<file path="src/cbo_defines.svh">
`ifndef CBO_DEFINES_SVH
`define CBO_DEFINES_SVH

// register offsets
`define CBO_ADDR_W            7
`define CBO_OFS_COMMAND       7'h00
`define CBO_OFS_BUS_CTRL      7'h01

// command_launch fields
`define CBO_CMD_POWER_DOWN    7
`define CBO_CMD_RF_OFF        6
`define CBO_CMD_CODE_HI       4
`define CBO_CMD_CODE_LO       0
`define CBO_CMD_RESET         8'h00
`define CBO_CODE_IDLE         5'h00
// busy cycles beyond the command length spent in the start and done pipeline
`define CBO_BUSY_SLACK        2

// bus_access_control fields
`define CBO_BAC_UNLOCK        7
`define CBO_BAC_HOST          6
`define CBO_BAC_MODULE        5
`define CBO_BAC_PORT_HI       3
`define CBO_BAC_PORT_LO       2
`define CBO_BAC_RESET         8'h00

`endif

</file>
<file path="src/cbo_pkg.sv">
package cbo_pkg;

   typedef enum logic [1:0]
   {
      CBO_PORT_OFF  = 2'h0,
      CBO_PORT_SPI  = 2'h1,
      CBO_PORT_I2CV = 2'h2,
      CBO_PORT_I2C  = 2'h3
   } cbo_port_e;

   typedef enum logic [0:0]
   {
      CBO_IDLE = 1'h0,
      CBO_BUSY = 1'h1
   } cbo_exec_e;

endpackage : cbo_pkg

</file>
<file path="src/cbo_done_timer.sv">
`timescale 1ns/1ps
// counts a running command down to its completion
module cbo_done_timer #(
   parameter int CNT_W = 8
) (
   input  wire logic             mclk,
   input  wire logic             reset,
   input  wire logic             start,
   input  wire logic [CNT_W-1:0] length,
   output logic                  done
);

   logic [CNT_W-1:0] count_reg;
   logic             run_reg;

   always_ff @(posedge mclk)
   begin
      if (reset)
      begin
         count_reg <= '0;
         run_reg   <= 1'b0;
         done      <= 1'b0;
      end
      else if (start)
      begin
         count_reg <= length;
         run_reg   <= 1'b1;
         done      <= 1'b0;
      end
      else if (run_reg && count_reg == '0)
      begin
         run_reg <= 1'b0;
         done    <= 1'b1;
      end
      else
      begin
         count_reg <= run_reg ? count_reg - 1'b1 : count_reg;
         done      <= 1'b0;
      end
   end

endmodule : cbo_done_timer

</file>
<file path="src/cbo_command_ctrl.sv">
`timescale 1ns/1ps
`include "cbo_defines.svh"

// Operation
// - Power-down bit high enters power-down mode
// - Frontend-off bit powers receiver and transmitter down
// - Bits 4..0 hold the executing command code
// - Command field returns idle after completion
// - Unlock bit allows next write to change
// - Unlock clears itself on next write
// - Host-owner bit gives bus to host
// - Module-owner bit gives bus to module
// - Both owner bits never set together
// - Owner bits set only after unlock
// - Bits 3..2 select secure module port
module cbo_command_ctrl #(
   parameter int EXEC_CYCLES = 16
) (
   input  wire logic                      mclk,
   input  wire logic                      reset,
   input  wire logic [`CBO_ADDR_W-1:0]    reg_addr,
   input  wire logic                      reg_wr,
   input  wire logic                      reg_rd,
   input  wire logic [7:0]                reg_wdata,
   output logic      [7:0]                reg_rdata,
   output logic                           power_down,
   output logic                           rf_frontend_off,
   output logic      [4:0]                command_code,
   output logic                           command_start,
   output logic                           command_busy,
   output logic                           bus_owned_by_host,
   output logic                           bus_owned_by_secure_module,
   output cbo_pkg::cbo_port_e             secure_module_port_select
);

   logic                power_down_reg;
   logic                rf_off_reg;
   logic [4:0]          code_reg;
   logic                unlock_reg;
   logic                host_reg;
   logic                module_reg;
   cbo_pkg::cbo_port_e  port_reg;
   cbo_pkg::cbo_exec_e  exec_reg;
   logic                start_reg;
   logic                exec_done;
   logic [7:0]          rdata_next;
   logic                wr_cmd;
   logic                wr_bac;
   logic                owner_ok;
   logic [7:0]          busy_len_reg;

   function automatic logic hit(input logic [`CBO_ADDR_W-1:0] a,
                                input logic [`CBO_ADDR_W-1:0] ofs);
      hit = (a == ofs);
   endfunction : hit

   assign wr_cmd = reg_wr && hit(reg_addr, `CBO_OFS_COMMAND);
   assign wr_bac = reg_wr && hit(reg_addr, `CBO_OFS_BUS_CTRL);

   // owner bits accepted only when unlocked and not both requested
   assign owner_ok = unlock_reg && !(reg_wdata[`CBO_BAC_HOST]
                     && reg_wdata[`CBO_BAC_MODULE]);

   // command register
   always_ff @(posedge mclk)
   begin
      if (reset)
      begin
         power_down_reg <= 1'b0;
         rf_off_reg     <= 1'b0;
      end
      else if (wr_cmd)
      begin
         power_down_reg <= reg_wdata[`CBO_CMD_POWER_DOWN];
         rf_off_reg     <= reg_wdata[`CBO_CMD_RF_OFF];
      end
   end

   // command code: host write launches, completion returns it to idle
   always_ff @(posedge mclk)
   begin
      if (reset)
      begin
         code_reg  <= `CBO_CODE_IDLE;
         exec_reg  <= cbo_pkg::CBO_IDLE;
         start_reg <= 1'b0;
      end
      else if (wr_cmd)
      begin
         code_reg  <= reg_wdata[`CBO_CMD_CODE_HI:`CBO_CMD_CODE_LO];
         start_reg <= (reg_wdata[`CBO_CMD_CODE_HI:`CBO_CMD_CODE_LO] != `CBO_CODE_IDLE);
         exec_reg  <= (reg_wdata[`CBO_CMD_CODE_HI:`CBO_CMD_CODE_LO] != `CBO_CODE_IDLE)
                      ? cbo_pkg::CBO_BUSY : cbo_pkg::CBO_IDLE;
      end
      else
      begin
         start_reg <= 1'b0;
         unique case (exec_reg)
            cbo_pkg::CBO_IDLE:
            begin
               exec_reg <= cbo_pkg::CBO_IDLE;
            end
            cbo_pkg::CBO_BUSY:
            begin
               // a done pulse left by a replaced command must not end the new one
               if (exec_done && !start_reg)
               begin
                  code_reg <= `CBO_CODE_IDLE;
                  exec_reg <= cbo_pkg::CBO_IDLE;
               end
            end
         endcase
      end
   end

   cbo_done_timer #(
      .CNT_W  (8)
   ) u_done (
      .mclk   (mclk),
      .reset  (reset),
      .start  (start_reg),
      .length (8'(EXEC_CYCLES)),
      .done   (exec_done)
   );

   // unlock: a bus-control write of 1 while disarmed arms it, any other write disarms it
   always_ff @(posedge mclk)
   begin
      if (reset)
         unlock_reg <= 1'b0;
      else if (reg_wr)
      begin
         if (wr_bac && !unlock_reg)
            unlock_reg <= reg_wdata[`CBO_BAC_UNLOCK];
         else
            unlock_reg <= 1'b0;
      end
   end

   // ownership and port select change only on the unlocked write
   always_ff @(posedge mclk)
   begin
      if (reset)
      begin
         host_reg   <= 1'b0;
         module_reg <= 1'b0;
         port_reg   <= cbo_pkg::CBO_PORT_OFF;
      end
      else if (wr_bac && unlock_reg)
      begin
         port_reg <= cbo_pkg::cbo_port_e'(reg_wdata[`CBO_BAC_PORT_HI:`CBO_BAC_PORT_LO]);
         if (owner_ok)
         begin
            host_reg   <= reg_wdata[`CBO_BAC_HOST];
            module_reg <= reg_wdata[`CBO_BAC_MODULE];
         end
      end
   end

   // reserved bits read zero so read-modify-write stays harmless
   always_comb
   begin
      rdata_next = 8'h00;
      if (hit(reg_addr, `CBO_OFS_COMMAND))
      begin
         rdata_next[`CBO_CMD_POWER_DOWN] = power_down_reg;
         rdata_next[`CBO_CMD_RF_OFF]     = rf_off_reg;
         rdata_next[`CBO_CMD_CODE_HI:`CBO_CMD_CODE_LO] = code_reg;
      end
      else if (hit(reg_addr, `CBO_OFS_BUS_CTRL))
      begin
         rdata_next[`CBO_BAC_UNLOCK] = unlock_reg;
         rdata_next[`CBO_BAC_HOST]   = host_reg;
         rdata_next[`CBO_BAC_MODULE] = module_reg;
         rdata_next[`CBO_BAC_PORT_HI:`CBO_BAC_PORT_LO] = port_reg;
      end
   end

   always_ff @(posedge mclk)
   begin
      if (reset)
         reg_rdata <= 8'h00;
      else if (reg_rd)
         reg_rdata <= rdata_next;
   end

   assign power_down                 = power_down_reg;
   assign rf_frontend_off            = rf_off_reg;
   assign command_code               = code_reg;
   assign command_start              = start_reg;
   assign command_busy               = (exec_reg == cbo_pkg::CBO_BUSY);
   assign bus_owned_by_host          = host_reg;
   assign bus_owned_by_secure_module = module_reg;
   assign secure_module_port_select  = port_reg;

   // measures each busy stretch for the duration check below
   always_ff @(posedge mclk)
   begin
      if (reset || start_reg || !command_busy)
         busy_len_reg <= 8'h00;
      else if (busy_len_reg != 8'hFF)
         busy_len_reg <= busy_len_reg + 8'h01;
   end

   a_owner_exclusive: assert property (@(posedge mclk) disable iff (reset)
      !(host_reg && module_reg))
      else $error("both bus owners set");

   a_owner_locked: assert property (@(posedge mclk) disable iff (reset)
      (!$past(unlock_reg) && ($changed(host_reg) || $changed(module_reg)
      || $changed(port_reg))) |-> $past(reset))
      else $error("owner changed without unlock");

   a_unlock_once: assert property (@(posedge mclk) disable iff (reset)
      (unlock_reg && reg_wr) |=> !unlock_reg)
      else $error("unlock survived a write");

   a_unlock_arm: assert property (@(posedge mclk) disable iff (reset)
      (wr_bac && !unlock_reg && reg_wdata[`CBO_BAC_UNLOCK]) |=> unlock_reg)
      else $error("unlock not armed");

   a_host_grant: assert property (@(posedge mclk) disable iff (reset)
      (wr_bac && unlock_reg && owner_ok) |=> host_reg == $past(reg_wdata[`CBO_BAC_HOST]))
      else $error("host owner not taken");

   a_module_grant: assert property (@(posedge mclk) disable iff (reset)
      (wr_bac && unlock_reg && owner_ok)
      |=> module_reg == $past(reg_wdata[`CBO_BAC_MODULE]))
      else $error("module owner not taken");

   a_both_ignored: assert property (@(posedge mclk) disable iff (reset)
      (wr_bac && reg_wdata[`CBO_BAC_HOST] && reg_wdata[`CBO_BAC_MODULE])
      |=> $stable(host_reg) && $stable(module_reg))
      else $error("double owner request taken");

   a_power_down: assert property (@(posedge mclk) disable iff (reset)
      wr_cmd |=> power_down == $past(reg_wdata[`CBO_CMD_POWER_DOWN]))
      else $error("power-down not applied");

   a_rf_off: assert property (@(posedge mclk) disable iff (reset)
      wr_cmd |=> rf_frontend_off == $past(reg_wdata[`CBO_CMD_RF_OFF]))
      else $error("frontend off not applied");

   a_code_load: assert property (@(posedge mclk) disable iff (reset)
      wr_cmd |=> command_code == $past(reg_wdata[`CBO_CMD_CODE_HI:`CBO_CMD_CODE_LO]))
      else $error("command code not loaded");

   a_code_done: assert property (@(posedge mclk) disable iff (reset)
      (command_start && !wr_cmd) ##1 (!wr_cmd) [*8] |-> ##[1:20]
      (command_code == `CBO_CODE_IDLE || wr_cmd))
      else $error("command never completed");

   a_port_sel: assert property (@(posedge mclk) disable iff (reset)
      (wr_bac && unlock_reg) |=> secure_module_port_select
      == $past(reg_wdata[`CBO_BAC_PORT_HI:`CBO_BAC_PORT_LO]))
      else $error("port select not applied");

   a_lock_hold: assert property (@(posedge mclk) disable iff (reset)
      (wr_bac && !unlock_reg) |=> $stable(host_reg) && $stable(module_reg) && $stable(port_reg))
      else $error("locked write changed control");

   a_start_pulse: assert property (@(posedge mclk) disable iff (reset)
      (command_start && !wr_cmd) |=> !command_start)
      else $error("start pulse too long");

   a_busy_start: assert property (@(posedge mclk) disable iff (reset)
      (wr_cmd && reg_wdata[`CBO_CMD_CODE_HI:`CBO_CMD_CODE_LO] != `CBO_CODE_IDLE)
      |=> command_start && command_busy)
      else $error("command not launched");

   a_idle_start: assert property (@(posedge mclk) disable iff (reset)
      (wr_cmd && reg_wdata[`CBO_CMD_CODE_HI:`CBO_CMD_CODE_LO] == `CBO_CODE_IDLE)
      |=> !command_start && !command_busy)
      else $error("idle code launched a command");

   a_unlock_other: assert property (@(posedge mclk) disable iff (reset)
      (reg_wr && !wr_bac) |=> !unlock_reg)
      else $error("unlock survived another write");

   a_unlock_keep: assert property (@(posedge mclk) disable iff (reset)
      !reg_wr |=> $stable(unlock_reg))
      else $error("unlock moved without a write");

   a_code_read: assert property (@(posedge mclk) disable iff (reset)
      (reg_rd && hit(reg_addr, `CBO_OFS_COMMAND))
      |=> reg_rdata[`CBO_CMD_CODE_HI:`CBO_CMD_CODE_LO] == $past(command_code))
      else $error("command code read wrong");

   a_owner_read: assert property (@(posedge mclk) disable iff (reset)
      (reg_rd && hit(reg_addr, `CBO_OFS_BUS_CTRL))
      |=> reg_rdata[`CBO_BAC_HOST] == $past(bus_owned_by_host))
      else $error("host owner read wrong");

   a_code_hold: assert property (@(posedge mclk) disable iff (reset)
      (!wr_cmd && !command_busy) |=> $stable(command_code))
      else $error("idle command code moved");

   a_cmd_hold: assert property (@(posedge mclk) disable iff (reset)
      !wr_cmd |=> $stable(power_down) && $stable(rf_frontend_off))
      else $error("power bits moved without a write");

   a_busy_code: assert property (@(posedge mclk) disable iff (reset)
      command_busy |-> command_code != `CBO_CODE_IDLE)
      else $error("busy with idle code");

   a_busy_bound: assert property (@(posedge mclk) disable iff (reset)
      busy_len_reg <= 8'(EXEC_CYCLES + `CBO_BUSY_SLACK))
      else $error("command overran its duration");

endmodule : cbo_command_ctrl

</file>
<file path="config.mk">
export PLATFORM = sky130hd
export DESIGN_NAME = cbo_command_ctrl
export DESIGN_NICKNAME = d
export VERILOG_FILES = /design/src/cbo_pkg.sv /design/src/cbo_done_timer.sv /design/src/cbo_command_ctrl.sv
export VERILOG_INCLUDE_DIRS = /design/src
export SDC_FILE = /design/constraint.sdc
export NUM_CORES = 1
export LEC_CHECK = 0
export ABC_AREA = 1
export BUFFER_PORTS_ARGS = -buffer_cell sky130_fd_sc_hd__buf_2
export CORE_MARGIN = 3
export CORE_UTILIZATION = 40
export DETAILED_ROUTE_END_ITERATION = 7
export PLACE_DENSITY = 0.67
export SETUP_SLACK_MARGIN = 0.4
export SYNTH_ARGS = -nofsm -noshare
export SYNTH_HDL_FRONTEND = slang
export SYNTH_SLANG_ARGS = --single-unit
</file>
<file path="constraint.sdc">
create_clock -name mclk -period 1.4 [get_ports mclk]
set_input_delay 0.35 -clock mclk [delete_from_list [all_inputs] [get_ports mclk]]
set_output_delay 0.35 -clock mclk [all_outputs]
set_load 0.05 [all_outputs]
</file>
; ---- Word level (Yosys, flattened, before mapping)
; Index checks and enable logic that the tools add are counted.
[classes]
add_sub_neg = 1
multipliers = 0
div_mod_pow = 0
n_lt_le_gt_ge = 0
n_eq_ne = 2
shift = 0
mux = 21
bitwise_logic = 3
reduce_logical = 24
[ops]
columns = operator, n
row1 = 5-bit two-way mux, 6
row2 = 1-bit two-way mux, 9
row3 = 1-bit logical AND, 8
row4 = 8-bit zero test, 1
row5 = 2-bit two-way mux, 4
row6 = 2-bit AND reduction, 4
row7 = 2-bit nonzero test, 4
row8 = "8-bit by 1-bit subtractor with 8-bit output, second input constant", 1
row9 = "7-bit by 1-bit equality test with 1-bit output, second input constant", 1
row10 = 7-bit zero test, 1
row11 = 5-bit nonzero test, 1
row12 = 2-bit OR reduction, 2
row13 = 1-bit zero test, 3
row14 = 3-bit two-way mux, 1
row15 = 1-bit inverter, 3
row16 = "2-bit != test, second input constant", 1
row17 = 1-bit case mux with 2 select lines, 1
[word_totals]
ff_bits = 32
latchBits = 0
mem_bits_rw = 0
romBits = 0
in_bits = 19
output_inout_bits = 21
wordCells = 65
n_memories = 0

; ---- Logic depth before layout (Yosys ltp)
[logic_depth]
word_depth = 5
mapped_depth = 10
depth_no_buf = 10

; ---- Hierarchy
; Synthesis repeated with hierarchy kept, for this count alone.
[hier_totals]
cells_unflattened = 250
area_unflattened_um2 = 1687.9
[by_module_without_submodules]
columns = mod, n_inst, cells_per_inst, area_each_um2, seq_area_each_um2
row1 = cbo_command_ctrl, 1, 146, 1033.5, 440.4
row2 = cbo_done_timer, 1, 104, 654.4, 200.2

; ---- Least setup slack after synthesis
; OpenSTA, ideal clock, no wires.
[synth_path]
path_type = reg2reg
from = reg u_done.count_reg[0]
to = reg u_done.count_reg[3]
setup_time_ns = 0.126
arrival_ns = 1.119
t_required_ns = 1.274
setup_slack_ns = 0.155
stages_incl_launch_ff = 10
period_less_slack_ns = 1.245
cell_sequence = dfxtp_1 inv_1 ha_1 inv_1 nor2_1 nand2_4 nand2_4 inv_2 o21ai_1 a21oi_1
[synth_between]
elab_chain_cells = 4
word_cells_on_any_way = 5
cone_classes = add/sub (1) / bitwise (1) / reduce/logical (3)
[synth_rtl]
columns = element, line
row1 = start: declaration, cbo_done_timer.sv:13  ; logic [CNT_W-1:0] count_reg;
row2 = start signal: assignment, cbo_done_timer.sv:26  ; count_reg <= length;
row3 = start signal: assignment, cbo_done_timer.sv:37  ; count_reg <= run_reg ? count_reg - 1'b1 : count_reg;
row4 = branches (longest 4 deep; another with 8-bit by 1-bit subtractor with 8-bit output), --
; Parallel ways; which one is timed is not known.
; A chain may end at the register's enable or synchronous reset.

; ---- Final worst setup path
[layout_path]
from = reg u_done.count_reg[1]
to = reg u_done.count_reg[7]
; The elaborated chain is that of the path after synthesis.

==> results.py <==
metrics = {
    "outcome": {
        "status": "finished clean",
    },
    "cells_and_area": {
        "areaGrowthSynthToFinish_pct": 65.47,
        "final_common_cell": "nand2_1",
        "multiInputGateArea_um2": 918.4,
        "fin_util": 0.7157,
        "n_antenna_cell": 0,
        "layout_common_cells": "38 x nand2_1, 22 x nor2_1, 22 x dfxtp_2",
        "fin_cells": 328,
        "fillers": 271,
        "drive_gt1_frac": 0.5426,
        "seq_area_um2": 679.4,
        "nets": 302,
    },
    "flow_run": {
        "maxCapViolCount": 0,
    },
    "yosys": {
        "synth_edf_count": 0,
        "async_flop_share": 0,
        "netlist_instances": 215,
        "synth-seq-cells": 32,
        "synth.distinct_cells": 23,
        "yosysWarnings": 0,
        "synth.avg_cell_area_um2": 6.978,
        "synth-main-ff-cell": "dfxtp_1",
        "ys_seq_area_frac": 0.4270,
        "syn-num-nets": 236,
        "synth_area_mm2": 0.001500,
    },
    "global_route": {
        "grt_pass1_wl_um": 6637,
        "gr-usage-all-layers": 0.1956,
        "antenna_found_initial": 0,
        "grt_max_degree": 17,
        "grt_pass1_vias": 1438,
        "overflow": 0,
    },
    "worst_setup_path": {
        "crit_top_cell": "nand2_1",
        "worstPathRequired_ps": 1620,
        "cp.buffers_inverters": 1,
        "cp_cell_sequence": "buf_4 > nor2_2 > nand2_1 > nor2_1 > nand2_1 > nand2_1 > nand2_1 > a21oi_1",
        "critical_path_depth": 8,
        "regToRegEndpoint": "u_done.count_reg[7]",
        "cpMaxStageDelayCell": "dfxtp_2",
        "regToRegStartpoint": "u_done.count_reg[1]",
        "cp_top_family": "simple AND/OR/NAND/NOR gates",
        "cp_max_fo": 3,
        "cp.arrival_ps": 1440,
        "critPathLaunch": "u_done.count_reg[1]",
        "worst-setup-path-type": "register to register",
        "crit_path_max_incr_delay_ps": 340,
        "end_kind": "register",
        "reg2reg_depth": 8,
        "crit_path_start_kind": "register",
        "crit_end": "u_done.count_reg[7]",
        "r2r_slack_ps": 180,
    },
    "clock_network": {
        "cts_tree": "yes",
        "clockRootBuffer": "clkbuf_8",
        "cts_htree_levels": 2,
        "cts_sinks": 32,
        "clk_path_buf_depth": 2,
        "cts_made_buffers": 5,
        "clkLatencyLatePin_ps": 290,
        "clk_pin_slew_ps": 70,
        "ctsHoldBuffers": 0,
    },
    "timing": {
        "slew_violations": 0,
        "max_slew_margin": 0.8037,
        "setup_ws_ps": 180.8,
        "period_minus_slack_ps": 1219,
        "tns_ps": 0,
        "tightest_slew_ps": 294.5,
        "rsz0062_at_grt": "yes",
        "final_hold_viol_count": 0,
        "fin_skew_ps": 8.195,
        "setup_viol": 0,
        "fmax_mhz": 820.2,
        "fin_crit_sh": 0.8708,
    },
    "routing": {
        "vias": 1596,
        "via_per_inst": 4.866,
        "drtIter0Drc": 62,
        "wirelength_um": 4219,
        "first_pass_iters": 4,
        "ant_nets": 0,
        "routedWlPerCell_um": 12.86,
        "drc": 0,
    },
    "power": {
        "p_leak_nw": 1.095,
        "power.density_mw_per_mm2": 809.8,
        "vdd_ir_drop_max_mv": 0.5676,
    },
    "floorplan": {
        "die_w_um": 67.24,
        "fp.dieH_um": 67.24,
        "io-pin-count": 40,
        "rows": 21,
        "core_area_mm2": 0.003468,
        "dieArea_mm2": 0.004521,
        "initial_utilization": 0.4325,
    },
    "placed_design": {
        "dpl.cell_count": 298,
        "dp_hpwl_um": 2525,
        "gp_congestion": 0.7772,
        "portBuffers": 39,
        "place_ws_ps": 99.40,
    },
    "hold_path": {
        "min_from": "reg_wdata[0]",
        "min_path_type": "input port to register",
    },
}
==> cells in the mapped netlist, types with 2 or more instances <==
cell type	number	share of area
nand2_1	53	0.13
dfxtp_1	32	0.43
nor2_1	27	0.068
inv_1	25	0.063
a21oi_1	20	0.067
nand3_1	20	0.067
o21ai_0	9	0.030
inv_2	6	0.015
clkbuf_1	3	0.0075
nand2_4	3	0.023
ha_1	2	0.017
nor2_4	2	0.015
nor3_1	2	0.0067
o21ai_1	2	0.0067
==> worst reg2reg max path: cells and delay by family, from the launching register on <==
kind	cells	cell delay, ps
compound gates	1	120
simple gates	6	540
buf+inv	1	140
flops	1	340
==> repair_timing <==
item,CTS,global route
gates resized for setup,83,46
pin swaps,3,16
cloned,0,2
buffers inserted,16,4
endpoints found under the setup margin,35,51
==> worst min path at each step <==
stage,to,depth (start not counted),slack [ps]
after detailed placement,reg_rdata[5],2,450
after floorplan,unlock_reg,2,440
after global placement,bus_owned_by_secure_module,2,450
after CTS,command_code[0],3,310
final,command_code[0],3,320
after global routing,command_code[3],3,320
==> layer usage <==
metal | vias up | share of wire | wire [um] | global-route usage
met3 | 4 | 0.068 | 289 | 0.07488
met4 | 0 | 0.0064 | 27 | 0.05316
li1 | 808 | - | - | -
met1 | 722 | 0.43 | 1812 | 0.2352
met2 | 62 | 0.50 | 2090 | 0.3252
met5 | - | 0 | 0 | 0
==> cell type report <==
cell class                 instances  share of cell area
clock buffer                       5             0.02772
timing repair buffer              60              0.2308
timing repair inverter             1            0.002016
clock inverter                     3             0.01714
multi-input combinational        149              0.3700
inverter                          32             0.05544
tap                               46             0.02319
sequential                        32              0.2737
==> where the power goes <==
part / switching [mW] / internal, mW
clock: 0.367 / 0.527
sequential: 0.0104 / 0.916
combinational: 0.117 / 0.0724
total: 0.495 / 1.52
==> cells by family (layout without fill, tap and decap cells) <==
family | Yosys count | after routing | synth area share
simple gates | 113 | 114 | 0.3503
flops | 32 | 32 | 0.4270
buf+inv | 35 | 101 | 0.09091
xor+xnor | 1 | 1 | 0.005839
fa+ha+maj | 2 | 2 | 0.01668
compound gates | 32 | 32 | 0.1093
==> through the flow <==
step | cell area (um^2) | power, mW | hold slack, ps
floorplan | 1560 | 1.035 | 439.2
global placement | 1809 | 1.095 | 448.3
detailed placement | 1809 | 1.096 | 454.6
CTS | 2278 | 2.004 | 308.2
global route | 2482 | 2.099 | 319.4
finish | 2482 | 2.010 | 322.7
Note: power is estimated with default switching activity, not from simulation.
